`config.mk`:
```
export PLATFORM = sky130hd
export DESIGN_NAME = srp_host
export DESIGN_NICKNAME = d
export VERILOG_FILES = /design/src/pkg/srp_pkg.sv /design/src/pkg/srp_tick_if.sv /design/src/rtl/srp_tick_gen.sv /design/src/rtl/srp_host.sv
export SDC_FILE = /design/constraint.sdc
export NUM_CORES = 1
export LEC_CHECK = 0
export ABC_AREA = 1
export BUFFER_PORTS_ARGS = -buffer_cell sky130_fd_sc_hd__buf_2
export CORE_UTILIZATION = 57
export DETAILED_ROUTE_END_ITERATION = 8
export GPL_ROUTABILITY_DRIVEN = 0
export PLACE_DENSITY_LB_ADDON = 0.3
export REMOVE_ABC_BUFFERS = 1
export SLEW_MARGIN = 20
export SYNTH_ARGS = -nofsm -noshare
export SYNTH_HDL_FRONTEND = slang
export SYNTH_HIERARCHICAL = 1
export SYNTH_SLANG_ARGS = --single-unit
```
`constraint.sdc`:
```
create_clock -name clk -period 2.4 [get_ports clk]
set_input_delay 0.48 -clock clk [delete_from_list [all_inputs] [get_ports clk]]
set_output_delay 0.48 -clock clk [all_outputs]
set_load 0.05 [all_outputs]
```
`src/pkg/srp_pkg.sv`:
```
// Package of the host-side controller for the dual-mode serial register port.
// Shared by the controller, its quarter-bit tick generator and the bench.
package srp_pkg;

  // Clock rates used to derive the serial bit timing
  localparam int CLK_PERIOD_NS    = 50;   // System clock period
  localparam int SERCLK_PERIOD_NS = 400;  // Serial clock period made by the host
  // One serial bit is four quarters; a quarter is at least one system cycle
  localparam int QTR_CYC_CALC     = SERCLK_PERIOD_NS / (4 * CLK_PERIOD_NS);
  localparam int QTR_CYC          = (QTR_CYC_CALC < 1) ? 1 : QTR_CYC_CALC;

  // Fixed two-wire device address and direction bit values
  localparam logic [6:0] DEV_ADDR   = 7'h70;  // 1110000
  localparam logic       RW_WRITE   = 1'b0;
  localparam logic       RW_READ    = 1'b1;
  localparam logic [7:0] ADDR_WRITE = {DEV_ADDR, RW_WRITE};
  localparam logic [7:0] ADDR_READ  = {DEV_ADDR, RW_READ};

  // Write registers that take a single data byte
  localparam logic [7:0] SUB_ONE_A = 8'h03;
  localparam logic [7:0] SUB_ONE_B = 8'h08;
  localparam logic [7:0] SUB_ONE_C = 8'h0D;
  localparam logic [7:0] SUB_ONE_D = 8'h0E;

  // Last bit index of a byte slot on each protocol (two-wire adds the acknowledge slot)
  localparam logic [3:0] LAST_BIT_TWO   = 4'h8;
  localparam logic [3:0] LAST_BIT_THREE = 4'h7;
  localparam logic [3:0] ACK_BIT        = 4'h8;

  // Reset values of the pins and results
  localparam logic       SEL_RESET  = 1'b0;   // Two-wire after reset
  localparam logic [7:0] RD_RESET   = 8'h00;

  // Sequencer states, one-hot
  typedef enum logic [4:0] {
    ST_IDLE  = 5'b00001,
    ST_START = 5'b00010,
    ST_BIT   = 5'b00100,
    ST_STOP  = 5'b01000,
    ST_DONE  = 5'b10000
  } srp_state_t;

endpackage

```
`src/pkg/srp_tick_if.sv`:
```
// Interface between the controller and its quarter-bit tick generator.
// Assumes both ends run on the same system clock.
`timescale 1ns/1ps
interface srp_tick_if;
  logic run;   // Sequencer busy, ticks wanted
  logic tick;  // One-cycle pulse at each quarter of a serial bit

  modport gen (input run, output tick);
  modport use_side (output run, input tick);
endinterface

```
`src/rtl/srp_tick_gen.sv`:
```
// Quarter-bit tick generator for the serial clock divider.
// Assumes clk is the system clock and reset is synchronous, active high.
`timescale 1ns/1ps
module srp_tick_gen
  import srp_pkg::*;
#(
  parameter int QUARTER = QTR_CYC  // System cycles per quarter bit
) (
  input  wire logic clk,      // System clock
  input  wire logic reset,    // Synchronous reset, active high
  srp_tick_if.gen   tickBus   // Run request in, tick out
);

  localparam int CW = (QUARTER < 2) ? 1 : $clog2(QUARTER);
  localparam logic [CW-1:0] CNT_LAST = CW'(QUARTER - 1);

  logic [CW-1:0] cnt_ff;   // Cycle count inside one quarter
  logic [CW-1:0] nxt_cnt;  // Next count

  // Restart the count when idle so the first quarter is always full length
  always_comb begin
    if (!tickBus.run || cnt_ff == CNT_LAST) begin
      nxt_cnt = '0;
    end else begin
      nxt_cnt = cnt_ff + 1'b1;
    end
  end

  // Register the count
  always_ff @(posedge clk) begin
    if (reset) begin
      cnt_ff <= '0;
    end else begin
      cnt_ff <= nxt_cnt;
    end
  end

  // Tick on the last cycle of each quarter
  assign tickBus.tick = tickBus.run && (cnt_ff == CNT_LAST);

endmodule

```
`src/rtl/srp_host.sv`:
```
// Host controller that drives the dual-mode serial register port of the device.
// Assumes the device data pin is pulled high outside and that the bench resolves
// the data wire from dataOut/dataOe.
`timescale 1ns/1ps
module srp_host
  import srp_pkg::*;
#(
  parameter int QUARTER = QTR_CYC  // System cycles per quarter serial bit
) (
  input  wire logic       clk,            // System clock, 20 MHz
  input  wire logic       reset,          // Synchronous reset, active high
  input  wire logic       cmdValid,       // Command request
  output logic            cmdReady,       // Controller idle, command taken
  input  wire logic       cmdRead,        // 1 = read, 0 = write
  input  wire logic       cmdThreeWire,   // 1 = three-wire, 0 = two-wire
  input  wire logic [7:0] cmdSubaddr,     // Register subaddress
  input  wire logic [15:0] cmdWrData,     // Write data, low byte for 8-bit regs
  output logic            rspValid,       // One-cycle pulse at transfer end
  output logic [7:0]      rspData,        // Read data
  output logic            rspAckErr,      // Missing acknowledge in last transfer
  output logic            protocolSelect, // Protocol select pin
  output logic            enableN,        // Three-wire enable pin, active low
  output logic            serialClock,    // Serial clock pin
  input  wire logic       dataIn,         // Serial data pin, level seen
  output logic            dataOut,        // Serial data pin, driven level
  output logic            dataOe          // Serial data pin, drive enable
);

  srp_tick_if tickBus ();  // Quarter ticks from the divider

  srp_tick_gen #(.QUARTER(QUARTER)) u_tick (
    .clk     (clk),
    .reset   (reset),
    .tickBus (tickBus)
  );

  srp_state_t  state_ff,   nxt_state;    // Sequencer state
  logic [1:0]  qtr_ff,     nxt_qtr;      // Quarter within a bit
  logic [3:0]  bitCnt_ff,  nxt_bitCnt;   // Bit within a byte slot
  logic [1:0]  byteIdx_ff, nxt_byteIdx;  // Byte slot within the frame
  logic [1:0]  lastIdx_ff, nxt_lastIdx;  // Index of the final byte slot
  logic        read_ff,    nxt_read;     // Transfer is a read
  logic        three_ff,   nxt_three;    // Three-wire transfer
  logic        twoByte_ff, nxt_twoByte;  // Addressed register has 16 bits
  logic [7:0]  sub_ff,     nxt_sub;      // Latched subaddress
  logic [15:0] wd_ff,      nxt_wd;       // Latched write data
  logic        scl_ff,     nxt_scl;      // Serial clock pin
  logic        sdaOut_ff,  nxt_sdaOut;   // Data pin level
  logic        sdaOe_ff,   nxt_sdaOe;    // Data pin enable
  logic        enN_ff,     nxt_enN;      // Enable pin
  logic        sel_ff,     nxt_sel;      // Protocol select pin
  logic [7:0]  rd_ff,      nxt_rd;       // Read shift register
  logic        ackErr_ff,  nxt_ackErr;   // Acknowledge missing
  logic        sync1_ff;                 // Data pin synchroniser, stage one
  logic        sync2_ff;                 // Data pin synchroniser, stage two

  logic [7:0]  curByte;   // Byte in the current slot
  logic        isRdByte;  // Current slot is clocked in from the device
  logic [3:0]  lastBit;   // Last bit of a slot
  logic        curBit;    // Bit to send

  assign tickBus.run = (state_ff != ST_IDLE) && (state_ff != ST_DONE);

  // Pin synchroniser; only the second stage is looked at by the sequencer
  always_ff @(posedge clk) begin
    if (reset) begin
      sync1_ff <= 1'b1;
      sync2_ff <= 1'b1;
    end else begin
      sync1_ff <= dataIn;
      sync2_ff <= sync1_ff;
    end
  end

  // Byte in each slot; two-wire opens with the address, three-wire does not
  always_comb begin
    curByte = 8'hFF;
    if (three_ff) begin
      if (byteIdx_ff == 2'd0) begin
        curByte = sub_ff;
      end else if (byteIdx_ff == 2'd1 && twoByte_ff) begin
        curByte = wd_ff[15:8];
      end else if (!read_ff) begin
        curByte = wd_ff[7:0];
      end
    end else begin
      if (byteIdx_ff == 2'd0) begin
        curByte = ADDR_WRITE;
      end else if (byteIdx_ff == 2'd1) begin
        curByte = sub_ff;
      end else if (byteIdx_ff == 2'd2 && read_ff) begin
        curByte = ADDR_READ;
      end else if (byteIdx_ff == 2'd2 && twoByte_ff) begin
        curByte = wd_ff[15:8];
      end else if (!read_ff) begin
        curByte = wd_ff[7:0];
      end
    end
  end

  assign isRdByte = read_ff && (byteIdx_ff == lastIdx_ff);
  assign lastBit  = three_ff ? LAST_BIT_THREE : LAST_BIT_TWO;
  assign curBit   = curByte[3'(4'd7 - bitCnt_ff)];

  // Sequencer: pin changes inside a frame fall on quarter ticks; idle levels and the select pin are set without a tick
  always_comb begin
    nxt_state   = state_ff;
    nxt_qtr     = qtr_ff;
    nxt_bitCnt  = bitCnt_ff;
    nxt_byteIdx = byteIdx_ff;
    nxt_lastIdx = lastIdx_ff;
    nxt_read    = read_ff;
    nxt_three   = three_ff;
    nxt_twoByte = twoByte_ff;
    nxt_sub     = sub_ff;
    nxt_wd      = wd_ff;
    nxt_scl     = scl_ff;
    nxt_sdaOut  = sdaOut_ff;
    nxt_sdaOe   = sdaOe_ff;
    nxt_enN     = enN_ff;
    nxt_sel     = sel_ff;
    nxt_rd      = rd_ff;
    nxt_ackErr  = ackErr_ff;
    if (tickBus.tick) begin
      nxt_qtr = qtr_ff + 2'd1;
    end
    case (state_ff)
      ST_IDLE: begin
        // Idle levels: two-wire clock high, three-wire clock low, enable high
        nxt_scl   = !three_ff;
        nxt_sdaOut = 1'b0;
        nxt_sdaOe = 1'b0;
        nxt_enN   = 1'b1;
        nxt_qtr   = 2'd0;
        if (cmdValid) begin
          nxt_read    = cmdRead;
          nxt_three   = cmdThreeWire;
          nxt_sel     = cmdThreeWire;
          nxt_sub     = cmdSubaddr;
          nxt_wd      = cmdWrData;
          nxt_twoByte = !cmdRead && !(cmdSubaddr == SUB_ONE_A || cmdSubaddr == SUB_ONE_B ||
                        cmdSubaddr == SUB_ONE_C || cmdSubaddr == SUB_ONE_D);
          nxt_lastIdx = 2'(cmdThreeWire ? (cmdRead ? 1 : (nxt_twoByte ? 2 : 1))
                                        : (cmdRead ? 3 : (nxt_twoByte ? 3 : 2)));
          nxt_byteIdx = 2'd0;
          nxt_bitCnt  = 4'd0;
          nxt_ackErr  = 1'b0;
          nxt_rd      = RD_RESET;
          nxt_state   = ST_START;
        end
      end
      ST_START: begin
        if (tickBus.tick) begin
          if (three_ff) begin
            // Enable falls with the clock low, then bits follow
            nxt_scl = 1'b0;
            nxt_enN = 1'b0;
            if (qtr_ff == 2'd3) begin
              nxt_state = ST_BIT;
            end
          end else begin
            // Data falls while the clock is high: begin or repeated begin
            case (qtr_ff)
              2'd0: begin
                nxt_scl   = 1'b0;
                nxt_sdaOe = 1'b0;
              end
              2'd1: nxt_scl = 1'b1;
              2'd2: nxt_sdaOe = 1'b1;
              default: begin
                nxt_scl   = 1'b0;
                nxt_state = ST_BIT;
              end
            endcase
          end
        end
      end
      ST_BIT: begin
        if (tickBus.tick) begin
          case (qtr_ff)
            2'd0: begin
              // Data moves only while the clock is low
              if (isRdByte || bitCnt_ff == ACK_BIT) begin
                nxt_sdaOut = 1'b0;
                nxt_sdaOe  = 1'b0;
              end else if (three_ff) begin
                nxt_sdaOut = curBit;
                nxt_sdaOe  = 1'b1;
              end else begin
                nxt_sdaOut = 1'b0;
                nxt_sdaOe  = !curBit;
              end
            end
            2'd1: nxt_scl = 1'b1;
            2'd2: begin
              // Sample in the middle of the clock-high phase
              if (isRdByte && bitCnt_ff != ACK_BIT) begin
                nxt_rd = {rd_ff[6:0], sync2_ff};
              end else if (!isRdByte && bitCnt_ff == ACK_BIT && sync2_ff) begin
                nxt_ackErr = 1'b1;
              end
            end
            default: begin
              nxt_scl    = 1'b0;
              nxt_bitCnt = bitCnt_ff + 4'd1;
              if (bitCnt_ff == lastBit) begin
                nxt_bitCnt = 4'd0;
                if (ackErr_ff || byteIdx_ff == lastIdx_ff) begin
                  nxt_state = ST_STOP;
                end else begin
                  nxt_byteIdx = byteIdx_ff + 2'd1;
                  if (!three_ff && read_ff && byteIdx_ff == 2'd1) begin
                    nxt_state = ST_START;
                  end
                end
              end
            end
          endcase
        end
      end
      ST_STOP: begin
        if (tickBus.tick) begin
          if (three_ff) begin
            nxt_scl   = 1'b0;
            nxt_sdaOe = 1'b0;
            if (qtr_ff == 2'd3) begin
              nxt_enN   = 1'b1;
              nxt_state = ST_DONE;
            end
          end else begin
            // Data rises while the clock is high: end condition
            case (qtr_ff)
              2'd0: begin
                nxt_scl    = 1'b0;
                nxt_sdaOut = 1'b0;
                nxt_sdaOe  = 1'b1;
              end
              2'd1: nxt_scl = 1'b1;
              2'd2: nxt_sdaOe = 1'b0;
              default: nxt_state = ST_DONE;
            endcase
          end
        end
      end
      ST_DONE: nxt_state = ST_IDLE;
      default: nxt_state = ST_IDLE;
    endcase
  end

  // Register the sequencer state and pins
  always_ff @(posedge clk) begin
    if (reset) begin
      state_ff   <= ST_IDLE;
      qtr_ff     <= 2'd0;
      bitCnt_ff  <= 4'd0;
      byteIdx_ff <= 2'd0;
      lastIdx_ff <= 2'd0;
      read_ff    <= 1'b0;
      three_ff   <= SEL_RESET;
      twoByte_ff <= 1'b0;
      sub_ff     <= 8'h00;
      wd_ff      <= 16'h0000;
      scl_ff     <= 1'b1;
      sdaOut_ff  <= 1'b0;
      sdaOe_ff   <= 1'b0;
      enN_ff     <= 1'b1;
      sel_ff     <= SEL_RESET;
      rd_ff      <= RD_RESET;
      ackErr_ff  <= 1'b0;
    end else begin
      state_ff   <= nxt_state;
      qtr_ff     <= nxt_qtr;
      bitCnt_ff  <= nxt_bitCnt;
      byteIdx_ff <= nxt_byteIdx;
      lastIdx_ff <= nxt_lastIdx;
      read_ff    <= nxt_read;
      three_ff   <= nxt_three;
      twoByte_ff <= nxt_twoByte;
      sub_ff     <= nxt_sub;
      wd_ff      <= nxt_wd;
      scl_ff     <= nxt_scl;
      sdaOut_ff  <= nxt_sdaOut;
      sdaOe_ff   <= nxt_sdaOe;
      enN_ff     <= nxt_enN;
      sel_ff     <= nxt_sel;
      rd_ff      <= nxt_rd;
      ackErr_ff  <= nxt_ackErr;
    end
  end

  // Port drive; the device side keeps its own open-drain output
  assign cmdReady       = (state_ff == ST_IDLE);
  assign rspValid       = (state_ff == ST_DONE);
  assign rspData        = rd_ff;
  assign rspAckErr      = ackErr_ff;
  assign protocolSelect = sel_ff;
  assign enableN        = enN_ff;
  assign serialClock    = scl_ff;
  assign dataOut        = sdaOut_ff;
  assign dataOe         = sdaOe_ff;

endmodule

```
==> results of run 1 <==
what timing repair did:
action / CTS / global route
endpoints found under the setup margin: 0 / 7
gates resized for setup: 0 / 3
hold endpoints to repair: 0 / 0
sequential cells by signal (all words and copies together) (netlist names):
| name | count |
|---|---|
| twoByte_ff | 1 |
| enableN | 1 |
| protocolSelect | 1 |
| qtr_ff | 2 |
| serialClock | 1 |
| u_tick/cnt_ff | 1 |
| dataOe | 1 |
| state_ff | 5 |
| sub_ff | 8 |
| rspData | 8 |
| lastIdx_ff | 2 |
| byteIdx_ff | 2 |
| dataOut | 1 |
| bitCnt_ff | 4 |
| rspAckErr | 1 |
| sync2_ff | 1 |
| read_ff | 1 |
| wd_ff | 16 |
| sync1_ff | 1 |
power groups by stage:
stage / clock, mW / combinational, mW / sequential [mW]
finish: 0.924 / 2.02 / 1.36
global route: 0.969 / 2.26 / 1.39
floorplan: 0 / 1.45 / 1.41
CTS: 0.929 / 1.99 / 1.36
detailed placement: 0 / 1.96 / 1.38
global placement: 0 / 1.90 / 1.38
how the worst max path moves through the flow:
stage / startpoint / to / slack [ns] / cells past startpoint
4_1_cts: state_ff[2] / state_ff[3] / 0.18 / 15
6_report: state_ff[4] / state_ff[3] / 0.24 / 15
5_1_grt: state_ff[4] / state_ff[3] / 0.04 / 15
3_5_place_dp: state_ff[4] / byteIdx_ff[1] / 0.21 / 15
3_3_place_gp: state_ff[4] / state_ff[3] / 0.32 / 15
2_1_floorplan: state_ff[0] / state_ff[3] / 0.04 / 15
per-stage QoR:
step           setup slack [ns]  hold slack, ns  instance area, sq um  utilization (%)
6_report                  0.243           0.309                  3710             67.8
5_1_grt                  0.0423           0.313                  3710             67.8
4_1_cts                   0.179           0.299                  3700             67.6
3_5_place_dp              0.208           0.397                  3500             63.9
3_3_place_gp              0.322           0.393                  3500             63.9
2_1_floorplan            0.0417           0.389                  3140                -
Yosys cell counts (all sizes together) (2+ instances only):
cell / instances / area share (%)
inv: 60 / 7.1
nor4: 2 / 0.85
ha: 9 / 3.5
a21oi: 51 / 7.9
nand2: 128 / 15
clkbuf: 11 / 1.3
xnor2: 2 / 0.54
o21ai: 35 / 5.4
nor2: 43 / 6.1
buf: 5 / 1.2
nand4: 5 / 1.6
nand3: 36 / 5.6
dfxtp: 58 / 36
or2: 3 / 0.58
a211oi: 3 / 0.70
a31oi: 4 / 0.78
nor3: 12 / 2.5
o211ai: 6 / 1.4
layer usage:
metal | part of all wire (%) | track usage [%] | up-vias
li1 | - | - | 1663
met1 | 45 | 33.9 | 1491
met2 | 46 | 44.9 | 111
met3 | 5.5 | 5.60 | 22
met4 | 2.8 | 15.5 | 0
met5 | 0 | 0 | -
cells by family (layout without fill, tap and decap cells):
group	Yosys count	in the layout	synth area share, %
flip-flops	58	58	36.0
AO/OA/AOI/OAI	105	105	17.7
buffers and inverters	76	126	9.51
AND/OR/NAND/NOR	230	230	32.7
XOR/XNOR	2	2	0.544
adder cells (fa/ha/maj)	9	9	3.50
worst max-delay path: stages, from the launching register on:
cell and delay (ns):
dfxtp_1 0.36, inv_1 0.13, nand4_4 0.14, inv_2 0.08, nor2_1 0.12, nand2_1 0.08, inv_2 0.11, inv_1 0.08
o21ai_0 0.16, nand2_1 0.12, nor2_1 0.16, nand2_1 0.10, nor2_4 0.17, inv_2 0.06, o21ai_1 0.11, a21oi_1 0.05
cell type report:
cell class	count	area, sq um	area share (%)
well taps	72	90.1	2.43
clock buffers	11	151	4.08
clock inverters	5	52.6	1.42
flip-flops and latches	58	1160	31.3
repair buffers	50	263	7.08
multi-input cells	346	1760	47.5
inverters	60	228	6.14
==> impl_results.md, run 1 <==
- DR vias/cell: 5.46
- Hold path startpoint: dataIn
- Most used DFF post-synth: dfxtp_1
- Worst-margin pin slew: 0.493 ns
- Most common cell after layout, fill and taps aside: nand2_1
- Critical R2R Launch: state_ff[4]
- Postcts setup bufs: 0
- Final Hold Viols: 0
- Area growth, synth to finish: 15.1%
- Power Internal: 2.35 mW
- Fin crit share: 89.9%
- Cts hold-fix bufs: 0
- Syn. warnings: 6
- Root buf cell: clkbuf_8
- Nets: 564
- Routed len/inst: 12.9 um
- FMAX: 464 MHz
- Pre-antenna DRT Iters: 5
- Vias in the first global route: 2,950
- Clock share of power: 21.4%
- Htree depth: 3
- Longest Clk Path Bufs: 2
- # rows: 27
- Initial Util: 58.9%
- Number of fillers in the final layout: 508
- Placeable core area: 0.00547 sq mm
- Final setup TNS: 0 ns
- DRC: 0
- Sequential power share: 31.7%
- Die width: 77.2 um
- Antenna cell count: 0
- HP Class: in -> reg
- Finish-stage setup viols: 0
- Synthesized flop and latch total: 58
- # Max-Cap Violations: 0
- Reg clk slew, reported paths: 0.07 ns
- Via count: 3,287
- Number of synthesized flops with an enable pin: 0
- Comb power frac: 46.9%
- Cell count after synthesis: 480
- Port Buffer Count: 45
- Die area: 0.00596 sq mm
- Average cell area after synthesis: 6.71 sq um
- Async SR Flop Fraction: 0%
- I/O Pins: 46
- Unrepaired setup endpoints after global routing: false
- Clk_lat worst skew: 0.35 ns
- Post-synthesis instance area: 0.00322 sq mm
- Largest net degree at the start of global routing: 36
- Sw Share: 45.5%
- Worst vdd ir: 0.000622 V
- Routed Antenna Nets: 0
- Worst Path Arrival: 2.39 ns
- Non-Filler Instances: 602
- Min cycle time layout: 2.16 ns
- Total placed cells including tap cells: 586
- First-pass GRT wire length: 13,000 um
- Crit. End Element: flip-flop
- Largest fanout on the critical path: 7
- Synth unique cells: 37
- Max_slew headroom: 67.1%
- Initial antenna violation count: 0
- Seq/Total Area, Yosys: 36.0%
- Post-DP HPWL: 5660 um
- Crit path required time: 2.64 ns
- CTS Buf Count: 9
- First DRT Iteration DRCs: 274
- Die H: 77.2 um
- Critical path class: reg -> reg
- Status: completed
- R2r setup slk: 0.24 ns
- Commonest non-fill, non-tap cells in the layout: 124 x nand2_1, 57 x dfxtp_1, 53 x inv_1
- Post-Route WL: 7790 um
- RR Endpoint: state_ff[3]
- Switching pwr: 1.96 mW
- FF-to-FF path depth: 15
- CP startpoint kind: flip-flop
- Slew Viols, Final: 0
- Worst Skew: 0.00732 ns
- Pwr Total: 4.31 mW
- P per Cell Area: 1160 mW/mm^2
- Sink Count: 58
- Grt total ovfl: 0
- CTS tree: yes
- Share of cells above drive strength 1: 18.3%
- All-Layer GR Usage: 27.6%
- Cell count of the worst hold path: 2
- Pleak: 1.68 nW
- Hold Path Sink: sync1_ff
Power figures use the tool's default switching activity.
==> inputs of run 2 (changes only) <==
--- a/config.mk
+++ b/config.mk
@@ -7,7 +7,7 @@
 export LEC_CHECK = 0
 export ABC_AREA = 1
 export BUFFER_PORTS_ARGS = -buffer_cell sky130_fd_sc_hd__buf_2
-export CORE_UTILIZATION = 57
+export CORE_UTILIZATION = 45
 export DETAILED_ROUTE_END_ITERATION = 8
 export GPL_ROUTABILITY_DRIVEN = 0
 export PLACE_DENSITY_LB_ADDON = 0.3
==> impl_results.md, run 2 (same netlist as run 1, synthesis figures left out) <==
- Power Internal: 2.42 mW
- Post-Route WL: 7850 um
- # Max-Cap Violations: 0
- Number of fillers in the final layout: 676
- First DRT Iteration DRCs: 189
- Initial antenna violation count: 0
- Sw Share: 44.4%
- CTS tree: yes
- Switching pwr: 1.94 mW
- DRC: 0
- Worst Path Arrival: 2.40 ns
- Comb power frac: 45.7%
- CP startpoint kind: flip-flop
- Cell count of the worst hold path: 2
- HP Class: in -> reg
- Slew Viols, Final: 0
- Multi-input gate area: 0.00176 sq mm
- Via count: 3,215
- Post-DP HPWL: 5680 um
- R2r setup slk: 0.22 ns
- Reg clk slew, reported paths: 0.07 ns
- Port Buffer Count: 45
- Die H: 86.6 um
- Routed Antenna Nets: 0
- Largest Register: wd_ff
- Nets: 564
- Most common cell after layout, fill and taps aside: nand2_1
- Finish-stage setup viols: 0
- Placeable core area: 0.00687 sq mm
- Pre-antenna DRT Iters: 5
- DR vias/cell: 5.14
- Sink Count: 58
- Fin crit share: 90.8%
- Max FFs per register: 16
- Routed len/inst: 12.5 um
- Longest Clk Path Bufs: 2
- Max_slew headroom: 57.8%
- Clk_lat worst skew: 0.35 ns
- Unrepaired setup endpoints after global routing: false
- Share of cells above drive strength 1: 17.9%
- I/O Pins: 46
- FMAX: 459 MHz
- Clock share of power: 23.1%
- Crit. End Element: flip-flop
- First-pass GRT wire length: 13,100 um
- Worst-margin pin slew: 0.633 ns
- Worst vdd ir: 0.000442 V
- Largest fanout on the critical path: 7
- Crit path required time: 2.62 ns
- Largest net degree at the start of global routing: 36
- Die width: 86.6 um
- # rows: 30
- Area growth, synth to finish: 16.4%
- Min cycle time layout: 2.18 ns
- Antenna cell count: 0
- Initial Util: 46.9%
- Status: completed
- Cts hold-fix bufs: 0
- P per Cell Area: 1160 mW/mm^2
- Min Hold Slack: 0.314 ns
- Final setup TNS: 0 ns
- Root buf cell: clkbuf_8
- All-Layer GR Usage: 22.4%
- Sequential power share: 31.2%
- Register area: 0.00116 sq mm
- Vias in the first global route: 2,815
- Htree depth: 3
- CTS Buf Count: 9
- Critical path class: reg -> reg
- Final Hold Viols: 0
- Commonest non-fill, non-tap cells in the layout: 124 x nand2_1, 58 x dfxtp_1, 53 x inv_1
- Grt total ovfl: 0
- Pleak: 1.69 nW
- Die area: 0.00750 sq mm
- Worst Skew: 0.0101 ns
- FF-to-FF path depth: 13
-- run 2: cell count changes in the layout (fill, tap and decap cells not counted), sizes merged --
cell and change:
bufinv +1, clkinv -1
-- run 2: timing repair --
item,in CTS,in global routing
hold endpoints to repair,0,0
setup buffers,0,0
resized for setup,0,2
endpoints found under the setup margin,0,11
-- run 2: power groups by stage --
stage | Combinational (mW) | Clock, mW | Sequential (mW)
6_report | 1.99 | 1.01 | 1.36
5_1_grt | 2.23 | 1.07 | 1.38
4_1_cts | 1.99 | 1.03 | 1.35
3_5_place_dp | 1.96 | 0 | 1.37
2_1_floorplan | 1.45 | 0 | 1.41
3_3_place_gp | 1.93 | 0 | 1.37
-- run 2: metrics by stage --
step / instance area, sq um / utilization (%) / power [mW] / std cells / setup WS [ns]
after floorplan: 3140 / - / 2.86 / 464 / 0.0417
after global placement: 3530 / 51.3 / 3.30 / 610 / 0.306
after detailed placement: 3530 / 51.3 / 3.34 / 610 / 0.259
after CTS: 3740 / 54.5 / 4.37 / 626 / 0.207
after global routing: 3750 / 54.6 / 4.69 / 626 / 0.0115
final: 3750 / 54.6 / 4.36 / 626 / 0.220
-- run 2: final timing paths --
path,startpoint,endpoint
worst max-delay path,state_ff[2],bitCnt_ff[1]
worst min-delay path,dataIn,sync1_ff
worst max register to register,state_ff[2],bitCnt_ff[1]
worst min register to register,sync1_ff,sync2_ff
-- run 2: area by class of cell --
type                    count  share of cell area (%)
flip-flops and latches     58                    31.0
well taps                  96                    3.20
multi-input cells         346                    46.9
inverters                  60                    6.07
clock inverters             5                    2.07
repair buffers             50                    7.01
clock buffers              11                    3.77
-- run 2: routing by layer --
metal / wire length [um] / part of all wire [%] / GRT usage [%] / vias up
li1: - / - / - / 1663
met2: 3520 / 45 / 35.1 / 90
met3: 293 / 3.7 / 3.52 / 11
met1: 3890 / 50 / 30.4 / 1451
met4: 146 / 1.9 / 9.55 / 0
met5: 0 / 0 / 0 / -
-- run 2: critical path, cell delays in order, from the launching register on --
cell and delay, ns:
dfxtp_1 0.44, nor2_2 0.08, nand4_2 0.14, inv_2 0.10, nor2_1 0.14, nand2_1 0.08
inv_2 0.10, inv_1 0.08, o21ai_0 0.16, nand2_1 0.12, nor2_4 0.19, inv_4 0.07
o21ai_1 0.27, a211oi_1 0.09
